**config.mk**
```make
export PLATFORM = sky130hd
export DESIGN_NAME = crcu_top
export DESIGN_NICKNAME = d
export VERILOG_FILES = /design/src/pkg/crcu_pkg.sv /design/src/pkg/crcu_stream_if.sv /design/src/hw/crcu_pair_buf.sv /design/src/hw/crcu_top.sv
export SDC_FILE = /design/constraint.sdc
export NUM_CORES = 1
export LEC_CHECK = 0
export BUFFER_PORTS_ARGS = -buffer_cell sky130_fd_sc_hd__clkbuf_2
export CORE_ASPECT_RATIO = 2
export CORE_MARGIN = 5
export CORE_UTILIZATION = 25
export CTS_BUF_LIST = sky130_fd_sc_hd__clkbuf_4 sky130_fd_sc_hd__clkbuf_8
export DETAILED_ROUTE_END_ITERATION = 16
export GPL_TIMING_DRIVEN = 1
export SETUP_SLACK_MARGIN = 0.1
export SLEW_MARGIN = 20
export SYNTH_ARGS = -nofsm -noshare
export SYNTH_HDL_FRONTEND = slang
export SYNTH_SLANG_ARGS = --single-unit
```
**constraint.sdc**
```tcl
create_clock -name clk -period 4.85 [get_ports clk]
set_input_delay 0.2425 -clock clk [delete_from_list [all_inputs] [get_ports clk]]
set_output_delay 0.2425 -clock clk [all_outputs]
set_load 0.1 [all_outputs]
```
**src/pkg/crcu_pkg.sv**
```systemverilog
// Package for the CRC computing unit: register map, field layout, reset values,
// polynomial and access width codes.
// Assumes a 32-bit Avalon-MM slave port with byte addresses and one clock.
package crcu_pkg;

  // Byte offsets of the registers on the slave port.
  localparam logic [4:0] CRCU_OFF_DATA    = 5'h00;
  localparam logic [4:0] CRCU_OFF_SCRATCH = 5'h04;
  localparam logic [4:0] CRCU_OFF_CTRL    = 5'h08;
  localparam logic [4:0] CRCU_OFF_SEED    = 5'h10;

  // Address width of the slave port in bits.
  localparam int CRCU_ADDR_W = 5;

  // Control register field positions.
  localparam int CRCU_CTRL_RST_BIT  = 0;
  localparam int CRCU_CTRL_INPUT_REVERSE_SEL_LSB = 5;
  localparam int CRCU_CTRL_INPUT_REVERSE_SEL_MSB = 6;
  localparam int CRCU_CTRL_OUTPUT_REVERSE_EN_BIT = 7;

  // Reset values.
  localparam logic [31:0] CRCU_RST_DATA    = 32'hFFFF_FFFF;
  localparam logic [7:0]  CRCU_RST_SCRATCH = 8'h00;
  localparam logic [1:0]  CRCU_RST_INPUT_REVERSE_SEL    = 2'h0;
  localparam logic        CRCU_RST_OUTPUT_REVERSE_EN    = 1'b0;
  localparam logic [31:0] CRCU_RST_SEED    = 32'hFFFF_FFFF;
  localparam logic [31:0] CRCU_RST_RDATA   = 32'h0000_0000;

  // Fixed generator polynomial, normal (non-reflected) form.
  localparam logic [31:0] CRCU_POLY = 32'h04C1_1DB7;

  // Byte enable patterns that the data register accepts.
  localparam logic [3:0] CRCU_BE_WORD = 4'hF;
  localparam logic [3:0] CRCU_BE_HALF = 4'h3;
  localparam logic [3:0] CRCU_BE_BYTE = 4'h1;

  // Depth of the input buffer in front of the engine.
  localparam int CRCU_BUF_DEPTH = 2;

  // Width of one input unit: access width code plus 32 data bits.
  localparam int CRCU_UNIT_W = 34;

  // Access width codes carried with each buffered word.
  typedef enum logic [1:0] {
    CRCU_W8   = 2'b00,
    CRCU_W16  = 2'b01,
    CRCU_W32  = 2'b10,
    CRCU_WBAD = 2'b11
  } crcu_width_e;

  // Input reversal selections.
  localparam logic [1:0] CRCU_REV_NONE = 2'b00;
  localparam logic [1:0] CRCU_REV_BYTE = 2'b01;
  localparam logic [1:0] CRCU_REV_HALF = 2'b10;
  localparam logic [1:0] CRCU_REV_WORD = 2'b11;

endpackage

```
**src/pkg/crcu_stream_if.sv**
```systemverilog
// Valid/ready stream carrier used between the CRC unit's own modules.
// Assumes both ends run on the same clock; a word moves when valid and ready are high.
`timescale 1ns/1ps
interface crcu_stream_if #(
  parameter int WIDTH = 34
);
  logic             valid;  // Source holds a word.
  logic             ready;  // Sink can take a word.
  logic [WIDTH-1:0] data;   // The word itself.

  // Producing end.
  modport src (
    output valid,
    output data,
    input  ready
  );

  // Consuming end.
  modport snk (
    input  valid,
    input  data,
    output ready
  );
endinterface

```
**src/hw/crcu_pair_buf.sv**
```systemverilog
// Small first-in first-out buffer with valid and ready on both sides.
// Assumes one clock; the filling side only pushes while ready is high.
`timescale 1ns/1ps
module crcu_pair_buf import crcu_pkg::*; #(
  parameter int WIDTH = CRCU_UNIT_W,
  parameter int DEPTH = CRCU_BUF_DEPTH
) (
  input  wire logic  clk,
  input  wire logic  rst_b,
  crcu_stream_if.snk fill,
  crcu_stream_if.src drain
);

  localparam int PTR_W = (DEPTH > 1) ? $clog2(DEPTH) : 1;
  localparam int CNT_W = $clog2(DEPTH + 1);

  logic [WIDTH-1:0] store [DEPTH];  // Entries, addressed by pointer.
  logic [PTR_W-1:0] wr_ptr;         // Next entry to fill.
  logic [PTR_W-1:0] rd_ptr;         // Oldest entry.
  logic [CNT_W-1:0] level;          // Entries held.

  wire do_push = fill.valid & fill.ready;
  wire do_pop  = drain.valid & drain.ready;

  // Full and empty come straight from the level, so back-pressure is exact.
  assign fill.ready  = (level != CNT_W'(DEPTH));
  assign drain.valid = (level != '0);
  assign drain.data  = store[rd_ptr];

  // Pointer wrap, written generally so the depth may be any value.
  function automatic logic [PTR_W-1:0] bump(input logic [PTR_W-1:0] p);
    bump = (p == PTR_W'(DEPTH - 1)) ? '0 : p + 1'b1;
  endfunction

  // Entry storage; the contents need no reset since level guards them.
  always_ff @(posedge clk) begin
    if (do_push) begin
      store[wr_ptr] <= fill.data;
    end
  end

  // Pointers and level.
  always_ff @(posedge clk) begin
    if (!rst_b) begin
      wr_ptr <= '0;
      rd_ptr <= '0;
      level  <= '0;
    end else begin
      if (do_push) begin
        wr_ptr <= bump(wr_ptr);
      end
      if (do_pop) begin
        rd_ptr <= bump(rd_ptr);
      end
      if (do_push && !do_pop) begin
        level <= level + 1'b1;
      end else if (!do_push && do_pop) begin
        level <= level - 1'b1;
      end
    end
  end

endmodule

```
**src/hw/crcu_top.sv**
```systemverilog
// CRC computing unit: Avalon-MM register slave, input buffer and a byte-serial
// CRC engine with input and output bit reversal.
// Assumes a single 25 MHz clock, a synchronous active-low reset and a bus master
// that holds each request until it sees waitrequest low.
//
// Functional notes
// - Fixed Ethernet CRC-32 polynomial, not programmable.
// - Word write finishes within four clocks.
// - Half-word write finishes within two clocks.
// - Byte write finishes within one clock.
// - Each data write with a legal lane pattern folds into the running result.
// - Data register takes word, half, byte writes.
// - Data register read returns current CRC result.
// - Scratch byte stores data, untouched by unit reset.
// - Reset bit reloads result, self clears.
// - Input reversal by none, byte, half, word.
// - Output reversal bit mirrors result on reads.
// - Writable seed register gives the starting value.
// - Data writes buffered so bus rarely stalls.
//
// Our own choice: the Avalon-MM slave port.
`timescale 1ns/1ps
module crcu_top import crcu_pkg::*; #(
  parameter int BUF_DEPTH = CRCU_BUF_DEPTH
) (
  input  wire logic                   clk,
  input  wire logic                   rst_b,
  input  wire logic [CRCU_ADDR_W-1:0] avs_address,
  input  wire logic                   avs_read,
  input  wire logic                   avs_write,
  input  wire logic [31:0]            avs_writedata,
  input  wire logic [3:0]             avs_byteenable,
  output logic [31:0]                 avs_readdata,
  output logic                        avs_waitrequest,
  output logic                        crc_busy
);

  // Engine states.
  typedef enum logic [1:0] {
    CRCU_ST_IDLE = 2'b00,
    CRCU_ST_RUN  = 2'b01
  } crcu_state_e;

  // Software visible state.
  logic [31:0] crc;                // Running CRC result.
  logic [31:0] seed_value;         // Starting value for a new computation.
  logic [7:0]  scratch_byte_field; // General purpose byte.
  logic [1:0]  input_reverse_sel;  // Input reversal unit.
  logic        output_reverse_en;  // Mirror the result on reads.

  // Engine state.
  crcu_state_e state;              // Idle or still folding bytes.
  logic [31:0] shreg;              // Remaining input bytes, top byte next.
  logic [1:0]  bytes_left;         // Bytes still to fold after this one.

  // Carriers between the slave, the buffer and the engine.
  crcu_stream_if #(.WIDTH(CRCU_UNIT_W)) push_if ();
  crcu_stream_if #(.WIDTH(CRCU_UNIT_W)) pop_if ();

  // One CRC step over eight input bits, most significant bit first.
  function automatic logic [31:0] crc_step8(input logic [31:0] c, input logic [7:0] d);
    logic [31:0] r;
    logic        fb;
    r = c;
    for (int i = 7; i >= 0; i--) begin
      fb = r[31] ^ d[i];
      r  = {r[30:0], 1'b0} ^ (fb ? CRCU_POLY : 32'h0000_0000);
    end
    crc_step8 = r;
  endfunction

  // Mirror a whole 32-bit word, bit 0 swapping with bit 31.
  function automatic logic [31:0] mirror32(input logic [31:0] v);
    logic [31:0] r;
    r = '0;
    for (int i = 0; i < 32; i++) begin
      r[i] = v[31-i];
    end
    mirror32 = r;
  endfunction

  // Access width from byte enables; only right-aligned patterns are legal.
  function automatic crcu_width_e be_width(input logic [3:0] be);
    case (be)
      CRCU_BE_WORD: be_width = CRCU_W32;
      CRCU_BE_HALF: be_width = CRCU_W16;
      CRCU_BE_BYTE: be_width = CRCU_W8;
      default:      be_width = CRCU_WBAD;
    endcase
  endfunction

  // Number of bytes minus one for a width code.
  function automatic logic [1:0] width_bytes_m1(input logic [1:0] w);
    case (w)
      CRCU_W32: width_bytes_m1 = 2'd3;
      CRCU_W16: width_bytes_m1 = 2'd1;
      default:  width_bytes_m1 = 2'd0;
    endcase
  endfunction

  // Prepare an input unit: left-align the written bits so the top byte goes
  // first, then mirror inside each reversal unit. A unit wider than the access
  // is trimmed to the access width, so a byte write in word mode mirrors the byte.
  function automatic logic [31:0] prep_input(input logic [31:0] d, input logic [1:0] w,
                                             input logic [1:0] sel);
    logic [31:0] a;
    logic [31:0] r;
    logic [1:0]  eff;
    case (w)
      CRCU_W32: a = d;
      CRCU_W16: a = {d[15:0], 16'h0000};
      default:  a = {d[7:0], 24'h00_0000};
    endcase
    eff = sel;
    if (w == CRCU_W8 && sel != CRCU_REV_NONE) begin
      eff = CRCU_REV_BYTE;
    end else if (w == CRCU_W16 && sel == CRCU_REV_WORD) begin
      eff = CRCU_REV_HALF;
    end
    r = a;
    case (eff)
      CRCU_REV_BYTE: begin
        for (int i = 0; i < 32; i++) begin
          r[i] = a[(i & ~7) + 7 - (i & 7)];
        end
      end
      CRCU_REV_HALF: begin
        for (int i = 0; i < 32; i++) begin
          r[i] = a[(i & ~15) + 15 - (i & 15)];
        end
      end
      CRCU_REV_WORD: r = mirror32(a);
      default:       r = a;
    endcase
    prep_input = r;
  endfunction

  // Address decode.
  wire sel_data    = (avs_address == CRCU_OFF_DATA);
  wire sel_scratch = (avs_address == CRCU_OFF_SCRATCH);
  wire sel_ctrl    = (avs_address == CRCU_OFF_CTRL);
  wire sel_seed    = (avs_address == CRCU_OFF_SEED);

  // A request is new while waitrequest is still high; the low cycle is its answer.
  wire new_req  = (avs_read | avs_write) & avs_waitrequest;
  wire do_write = avs_write & ~avs_waitrequest;

  // Engine is quiet: nothing running and nothing queued.
  wire engine_idle = (state == CRCU_ST_IDLE) & ~pop_if.valid;

  // Wait states: data writes wait for a free buffer entry, control writes and
  // data reads wait until every queued word has been folded in.
  wire data_wr_ok = push_if.ready;
  wire can_answer = (avs_write & sel_data) ? data_wr_ok :
                    ((avs_write & sel_ctrl) | (avs_read & sel_data)) ? engine_idle :
                    1'b1;
  wire next_answer = new_req & can_answer;

  // Read multiplexer; unmapped offsets and reserved bits read as zero.
  wire [31:0] ctrl_word = {24'h00_0000, output_reverse_en, input_reverse_sel, 5'h00};
  wire [31:0] crc_view  = output_reverse_en ? mirror32(crc) : crc;
  wire [31:0] rd_mux    = sel_data    ? crc_view :
                          sel_scratch ? {24'h00_0000, scratch_byte_field} :
                          sel_ctrl    ? ctrl_word :
                          sel_seed    ? seed_value :
                          32'h0000_0000;

  // Width of the data write, taken from the byte lanes.
  wire crcu_width_e wr_width = be_width(avs_byteenable);

  // Data writes enter the buffer at the edge the master sees the answer.
  // Illegal lane patterns are answered but dropped.
  assign push_if.valid = do_write & sel_data & (wr_width != CRCU_WBAD);
  assign push_if.data  = {wr_width, avs_writedata};

  // The engine takes a new unit only when it has finished the last one.
  assign pop_if.ready = (state == CRCU_ST_IDLE);
  wire        pop_fire  = pop_if.valid & pop_if.ready;
  wire [1:0]  pop_width = pop_if.data[33:32];
  wire [31:0] pop_prep  = prep_input(pop_if.data[31:0], pop_width, input_reverse_sel);

  // Unit reset request from the control register.
  wire unit_reset = do_write & sel_ctrl & avs_writedata[CRCU_CTRL_RST_BIT];

  // Input buffer.
  crcu_pair_buf #(
    .WIDTH (CRCU_UNIT_W),
    .DEPTH (BUF_DEPTH)
  ) u_buf (
    .clk   (clk),
    .rst_b (rst_b),
    .fill  (push_if),
    .drain (pop_if)
  );

  // Bus answer: waitrequest drops for exactly one cycle per request, and read
  // data is registered in the same cycle so both stand at the sampling edge.
  always_ff @(posedge clk) begin
    if (!rst_b) begin
      avs_waitrequest <= 1'b1;
      avs_readdata    <= CRCU_RST_RDATA;
    end else begin
      avs_waitrequest <= ~next_answer;
      if (next_answer && avs_read) begin
        avs_readdata <= rd_mux;
      end
    end
  end

  // Scratch byte; the unit reset does not reach it.
  always_ff @(posedge clk) begin
    if (!rst_b) begin
      scratch_byte_field <= CRCU_RST_SCRATCH;
    end else if (do_write && sel_scratch) begin
      scratch_byte_field <= avs_writedata[7:0];
    end
  end

  // Control fields. Lane enables are ignored here because full words are
  // expected; the reset bit itself is not stored, so it always reads zero.
  always_ff @(posedge clk) begin
    if (!rst_b) begin
      input_reverse_sel <= CRCU_RST_INPUT_REVERSE_SEL;
      output_reverse_en <= CRCU_RST_OUTPUT_REVERSE_EN;
    end else if (do_write && sel_ctrl) begin
      input_reverse_sel <= avs_writedata[CRCU_CTRL_INPUT_REVERSE_SEL_MSB:CRCU_CTRL_INPUT_REVERSE_SEL_LSB];
      output_reverse_en <= avs_writedata[CRCU_CTRL_OUTPUT_REVERSE_EN_BIT];
    end
  end

  // Seed value register.
  always_ff @(posedge clk) begin
    if (!rst_b) begin
      seed_value <= CRCU_RST_SEED;
    end else if (do_write && sel_seed) begin
      seed_value <= avs_writedata;
    end
  end

  // Running result. A unit reset is only answered while the engine is idle,
  // so it can never collide with a byte step.
  always_ff @(posedge clk) begin
    if (!rst_b) begin
      crc <= CRCU_RST_DATA;
    end else if (unit_reset) begin
      crc <= seed_value;
    end else if (pop_fire) begin
      crc <= crc_step8(crc, pop_prep[31:24]);
    end else if (state == CRCU_ST_RUN) begin
      crc <= crc_step8(crc, shreg[31:24]);
    end
  end

  // Engine sequencing: one byte per clock, so a byte needs one clock, a half
  // word two and a word four, counted from the clock it leaves the buffer.
  always_ff @(posedge clk) begin
    if (!rst_b) begin
      state      <= CRCU_ST_IDLE;
      shreg      <= 32'h0000_0000;
      bytes_left <= 2'd0;
    end else begin
      case (state)
        CRCU_ST_IDLE: begin
          if (pop_fire) begin
            shreg      <= {pop_prep[23:0], 8'h00};
            bytes_left <= width_bytes_m1(pop_width);
            if (width_bytes_m1(pop_width) != 2'd0) begin
              state <= CRCU_ST_RUN;
            end
          end
        end
        CRCU_ST_RUN: begin
          shreg      <= {shreg[23:0], 8'h00};
          bytes_left <= bytes_left - 2'd1;
          if (bytes_left == 2'd1) begin
            state <= CRCU_ST_IDLE;
          end
        end
        default: begin
          state <= CRCU_ST_IDLE;
        end
      endcase
    end
  end

  // Busy flag for the outside: work queued or in progress.
  always_ff @(posedge clk) begin
    if (!rst_b) begin
      crc_busy <= 1'b0;
    end else begin
      crc_busy <= ~engine_idle | push_if.valid;
    end
  end

endmodule

```
==> results.txt <==
The cell area after synthesis came out at 11,500 µm². The maximum clock path buffer count was 3. At the worst endpoint, the required time is 5.34 ns. Routability-driven placement finished with a final weighted congestion of 0.955. The core region is 45,700 µm². The tools report the total number of nets in the final design as 1,346.

The logs give 0.63 ns for the clock network latency to the later pin of the worst-skew pair and 35,000 µm for the sum of net half-perimeters after detailed placement. The final period utilization is 0.929. The hold-critical path endpoint is crc[2]. The run finished with clean final reports. The smallest clock period supported by the final layout is computed as 4.51 ns.

The tools report the number of global-route vias before repair as 10.3k. The worst register-to-register path ends at crc[0]. In the routed layout, each cell is associated on average with a via count of 5.27. Across the VDD grid, the largest voltage drop is 0.285 mV.

The die area was 50,500 µm²; the switching power of the nets was 4170 µW. After routing the design area is 13,400 µm². Entering global routing, the biggest net connects 53 pins. The number of synthesized flops with an enable pin was 68. The pin slew with the least headroom to its limit was 1.02 ns; the maximum clock rate was 222 MHz.

Counting flops and latches in the post-synthesis netlist gives 209. Buffers added to address setup during post-CTS repair amount to 0. At the placement stage, the worst setup path has a slack of 0.451 ns. The path class of the tightest hold or removal check is input pin to register.

For this design the static power due to leakage is 0.00508 µW. Overall power consumption after layout is estimated at 8830 µW. Setup violations remaining at the end of the flow were counted as 0. TritonCTS built the clock tree. The sequential area share after synthesis is 0.424. The combinational group share of total power was 0.567.

Across the routed clock network, the largest skew measured is 0.0480 ns. The global router's overall resource usage was 0.180; the maximum fanout along the worst path was 27. The average cell area after synthesis came out at 9.45 µm².

The Yosys step of the flow raised 0 warnings. Across all setup checks in the final design, the least slack found is 0.344 ns. Dividing total power by cell area gives a power density of 658 nW/µm².

During I/O placement, the number of pins put on the boundary was 79. The fraction of layout instances using a drive strength above 1 works out to 0.158. The growth of design area from synthesis to finish works out to 17.1%. The y dimension of the die is 313 µm, and the quantity of I/O buffers inserted on ports is 78. The switching share of power works out to 0.472.

The proportion of power drawn by the clock network came out at 0.177. The count of nets left with antenna violations once routing finished came out at 0. The tools report the H-tree depth as 1.

The tree built by TritonCTS fans out to 209 sinks. Wires add up to 46,700 µm. The internal power of the cells totals 4660 µW. The setup slack of the most critical reg-to-reg path came out at 0.34 ns. The worst hold path was traced through 2 stages. In this run the most critical hold path is launched from rst_b. The tool flagged a number of max-cap violations equal to 0. The most frequently used flop master after synthesis was sky130_fd_sc_hd__dfxtp_1.

The clock-pin slew reported for the worst setup and hold paths after clock tree synthesis was 0.08 ns; the count of final hold-check violations was 0. Once placement finished, the instance area stood at 12,400 µm². The number of fill cells was 4,799. The library cells used most frequently in the layout, excluding fill and tap cells, are sky130_fd_sc_hd__nand2_1, sky130_fd_sc_hd__dfxtp_1, sky130_fd_sc_hd__nor2_1, sky130_fd_sc_hd__clkbuf_2, sky130_fd_sc_hd__edfxtp_1. The logs give 0 for the number of pins exceeding their max-slew limit in the final report and 111 for the total number of placement rows.

The tree is rooted in a sky130_fd_sc_hd__clkbuf_8. The tools report the TritonCTS buffer count as 30. The post-synthesis cell count is 1,213, and the async set-or-reset flop fraction in the synthesized netlist is 0. For the portion of total power attributed to sequential cells, the log shows 0.256.

The tightest slew margin relative to the limit came out at 0.299. Leaving out fill and tap cells, the most frequent cell in the layout is sky130_fd_sc_hd__nand2_1. The detailed router finished its first iteration with 728 violations. The number of antenna violations at the first check in global routing was 1. Element type at the critical path start: a register. Setup repair after global routing left no endpoint under its margin. The run gives 63 as the count of unique library cells instantiated by Yosys.

Post-synth net total: 1,264. The critical path is of the register to register type. The number of search-and-repair iterations in the first detailed-routing pass was 5; the arrival time at the worst endpoint was 4.99 ns.

The first global-routing pass estimated 68,000 µm of wire. The residual DRC count is 0. The tools report the sort of element at the end of the critical path as a register.

The accumulated negative setup slack is 0 ns, and the routed wirelength normalized by instance count is 24.8 µm. The total overflow left after global routing is 0. The routed via count is 9,934, and the cell depth of the worst flop-to-flop path is 13.

The horizontal extent of the die works out to 161 µm. The starting density of the core is 0.251.
==> stage by stage <==
stage                util  hold WS [ns]  std cells
finish              0.294        0.0470       1885
global route        0.294        0.0413       1885
CTS                 0.294       0.00433       1884
detailed placement  0.271         0.458       1792
global placement    0.271         0.453       1792
floorplan               -         0.341       1213
==> state kept, by name, summed over array words and instances, names as in the netlist, 2 cells and up, named ones only <==
name,count
avs_readdata,32
bytes_left,2
crc,32
input_reverse_sel,2
scratch_byte_field,8
seed_value,32
shreg,24
u_buf.level,2
u_buf.store,68
==> layer usage <==
metal	GRT usage	vias to the layer above	part of all wire
met3	0.0149	156	0.032
li1	-	4573	-
met5	0	-	0
met1	0.176	4818	0.34
met2	0.345	387	0.54
met4	0.135	0	0.087
==> power groups by stage <==
stage | Clock (µW) | Combinational, µW | Sequential, µW
finish | 1560 | 5010 | 2260
detailed placement | 0 | 4920 | 2300
global route | 1660 | 5300 | 2270
floorplan | 0 | 3370 | 2380
global placement | 0 | 4980 | 2290
CTS | 1600 | 4990 | 2260
==> cell usage after synthesis (4+ instances only) <==
library cell | n | area, µm²
sky130_fd_sc_hd__a32oi_2 | 4 | 65.1
sky130_fd_sc_hd__o2111ai_1 | 10 | 87.6
sky130_fd_sc_hd__nor2_1 | 82 | 308
sky130_fd_sc_hd__o21ai_1 | 10 | 50.1
sky130_fd_sc_hd__o221ai_1 | 17 | 149
sky130_fd_sc_hd__a21oi_1 | 51 | 255
sky130_fd_sc_hd__o211ai_1 | 34 | 255
sky130_fd_sc_hd__nor3_1 | 13 | 65.1
sky130_fd_sc_hd__a211oi_1 | 18 | 135
sky130_fd_sc_hd__o22ai_1 | 20 | 125
sky130_fd_sc_hd__and2_1 | 8 | 50.1
sky130_fd_sc_hd__inv_1 | 5 | 18.8
sky130_fd_sc_hd__o21ai_0 | 46 | 230
sky130_fd_sc_hd__xnor2_2 | 14 | 228
sky130_fd_sc_hd__clkbuf_1 | 76 | 285
sky130_fd_sc_hd__a21boi_0 | 21 | 158
sky130_fd_sc_hd__mux2i_1 | 66 | 661
sky130_fd_sc_hd__xor2_2 | 4 | 65.1
sky130_fd_sc_hd__a22oi_1 | 15 | 113
sky130_fd_sc_hd__o211a_1 | 42 | 420
sky130_fd_sc_hd__mux2i_2 | 4 | 55.1
sky130_fd_sc_hd__o311ai_0 | 4 | 35.0
sky130_fd_sc_hd__nand3_1 | 63 | 315
sky130_fd_sc_hd__dfxtp_1 | 141 | 2820
sky130_fd_sc_hd__xnor2_1 | 67 | 587
sky130_fd_sc_hd__edfxtp_1 | 68 | 2040
sky130_fd_sc_hd__a221oi_1 | 17 | 149
sky130_fd_sc_hd__buf_2 | 7 | 35.0
sky130_fd_sc_hd__buf_1 | 7 | 26.3
sky130_fd_sc_hd__nand2_1 | 177 | 664
sky130_fd_sc_hd__xnor2_4 | 4 | 110
sky130_fd_sc_hd__ha_1 | 6 | 75.1
sky130_fd_sc_hd__xor2_1 | 41 | 359
==> layout make-up <==
class / count / area (µm²) / area share
antenna: 1 / 2.50 / 0.000186
clock buffer: 38 / 479 / 0.0357
clock inverter: 18 / 175 / 0.0131
inverter: 7 / 26.3 / 0.00196
multi-input combinational: 902 / 6180 / 0.460
sequential: 209 / 4870 / 0.363
tap: 565 / 707 / 0.0527
timing repair buffer: 145 / 986 / 0.0735
==> worst max-delay path, stage by stage (launching register included) <==
cell and delay (ns):
sky130_fd_sc_hd__dfxtp_2 0.36, sky130_fd_sc_hd__mux2i_1 0.37, sky130_fd_sc_hd__ha_1 0.33, sky130_fd_sc_hd__buf_4 0.25, sky130_fd_sc_hd__nand2_1 0.34, sky130_fd_sc_hd__o22ai_1 0.16, sky130_fd_sc_hd__nor2_1 0.48, sky130_fd_sc_hd__a32oi_2 0.15
sky130_fd_sc_hd__xnor2_2 0.47, sky130_fd_sc_hd__xnor2_2 0.27, sky130_fd_sc_hd__nor2_1 0.07, sky130_fd_sc_hd__a2111oi_0 0.81, sky130_fd_sc_hd__buf_4 0.23, sky130_fd_sc_hd__o21ai_0 0.07
==> cells by family after synthesis <==
kind of cell | count (synthesis) | share of synthesized area
muxes | 73 | 0.0664
and+or+nand+nor | 369 | 0.138
AOI/OAI and AO/OA | 324 | 0.208
xor gates and xnor gates | 130 | 0.118
buffers and inverters | 102 | 0.0386
DFF | 209 | 0.424
adders and majority gates | 6 | 0.00655
==> how the worst max path moves through the flow <==
| stage | to | slack, ns | cells after the start |
|---|---|---|---|
| after floorplan | u_buf.store[0][0] | 0.67 | 4 |
| after global placement | crc[0] | 0.48 | 13 |
| after detailed placement | crc[0] | 0.45 | 13 |
| after CTS | crc[0] | 0.43 | 13 |
| after global routing | crc[0] | 0.29 | 13 |
| final | crc[0] | 0.34 | 13 |
==> repair_timing <==
item	CTS	global route
resized for setup	0	0
hold buffers	36	0
endpoints found under the hold margin	112	0
Note: power is estimated with default switching activity, not from simulation.
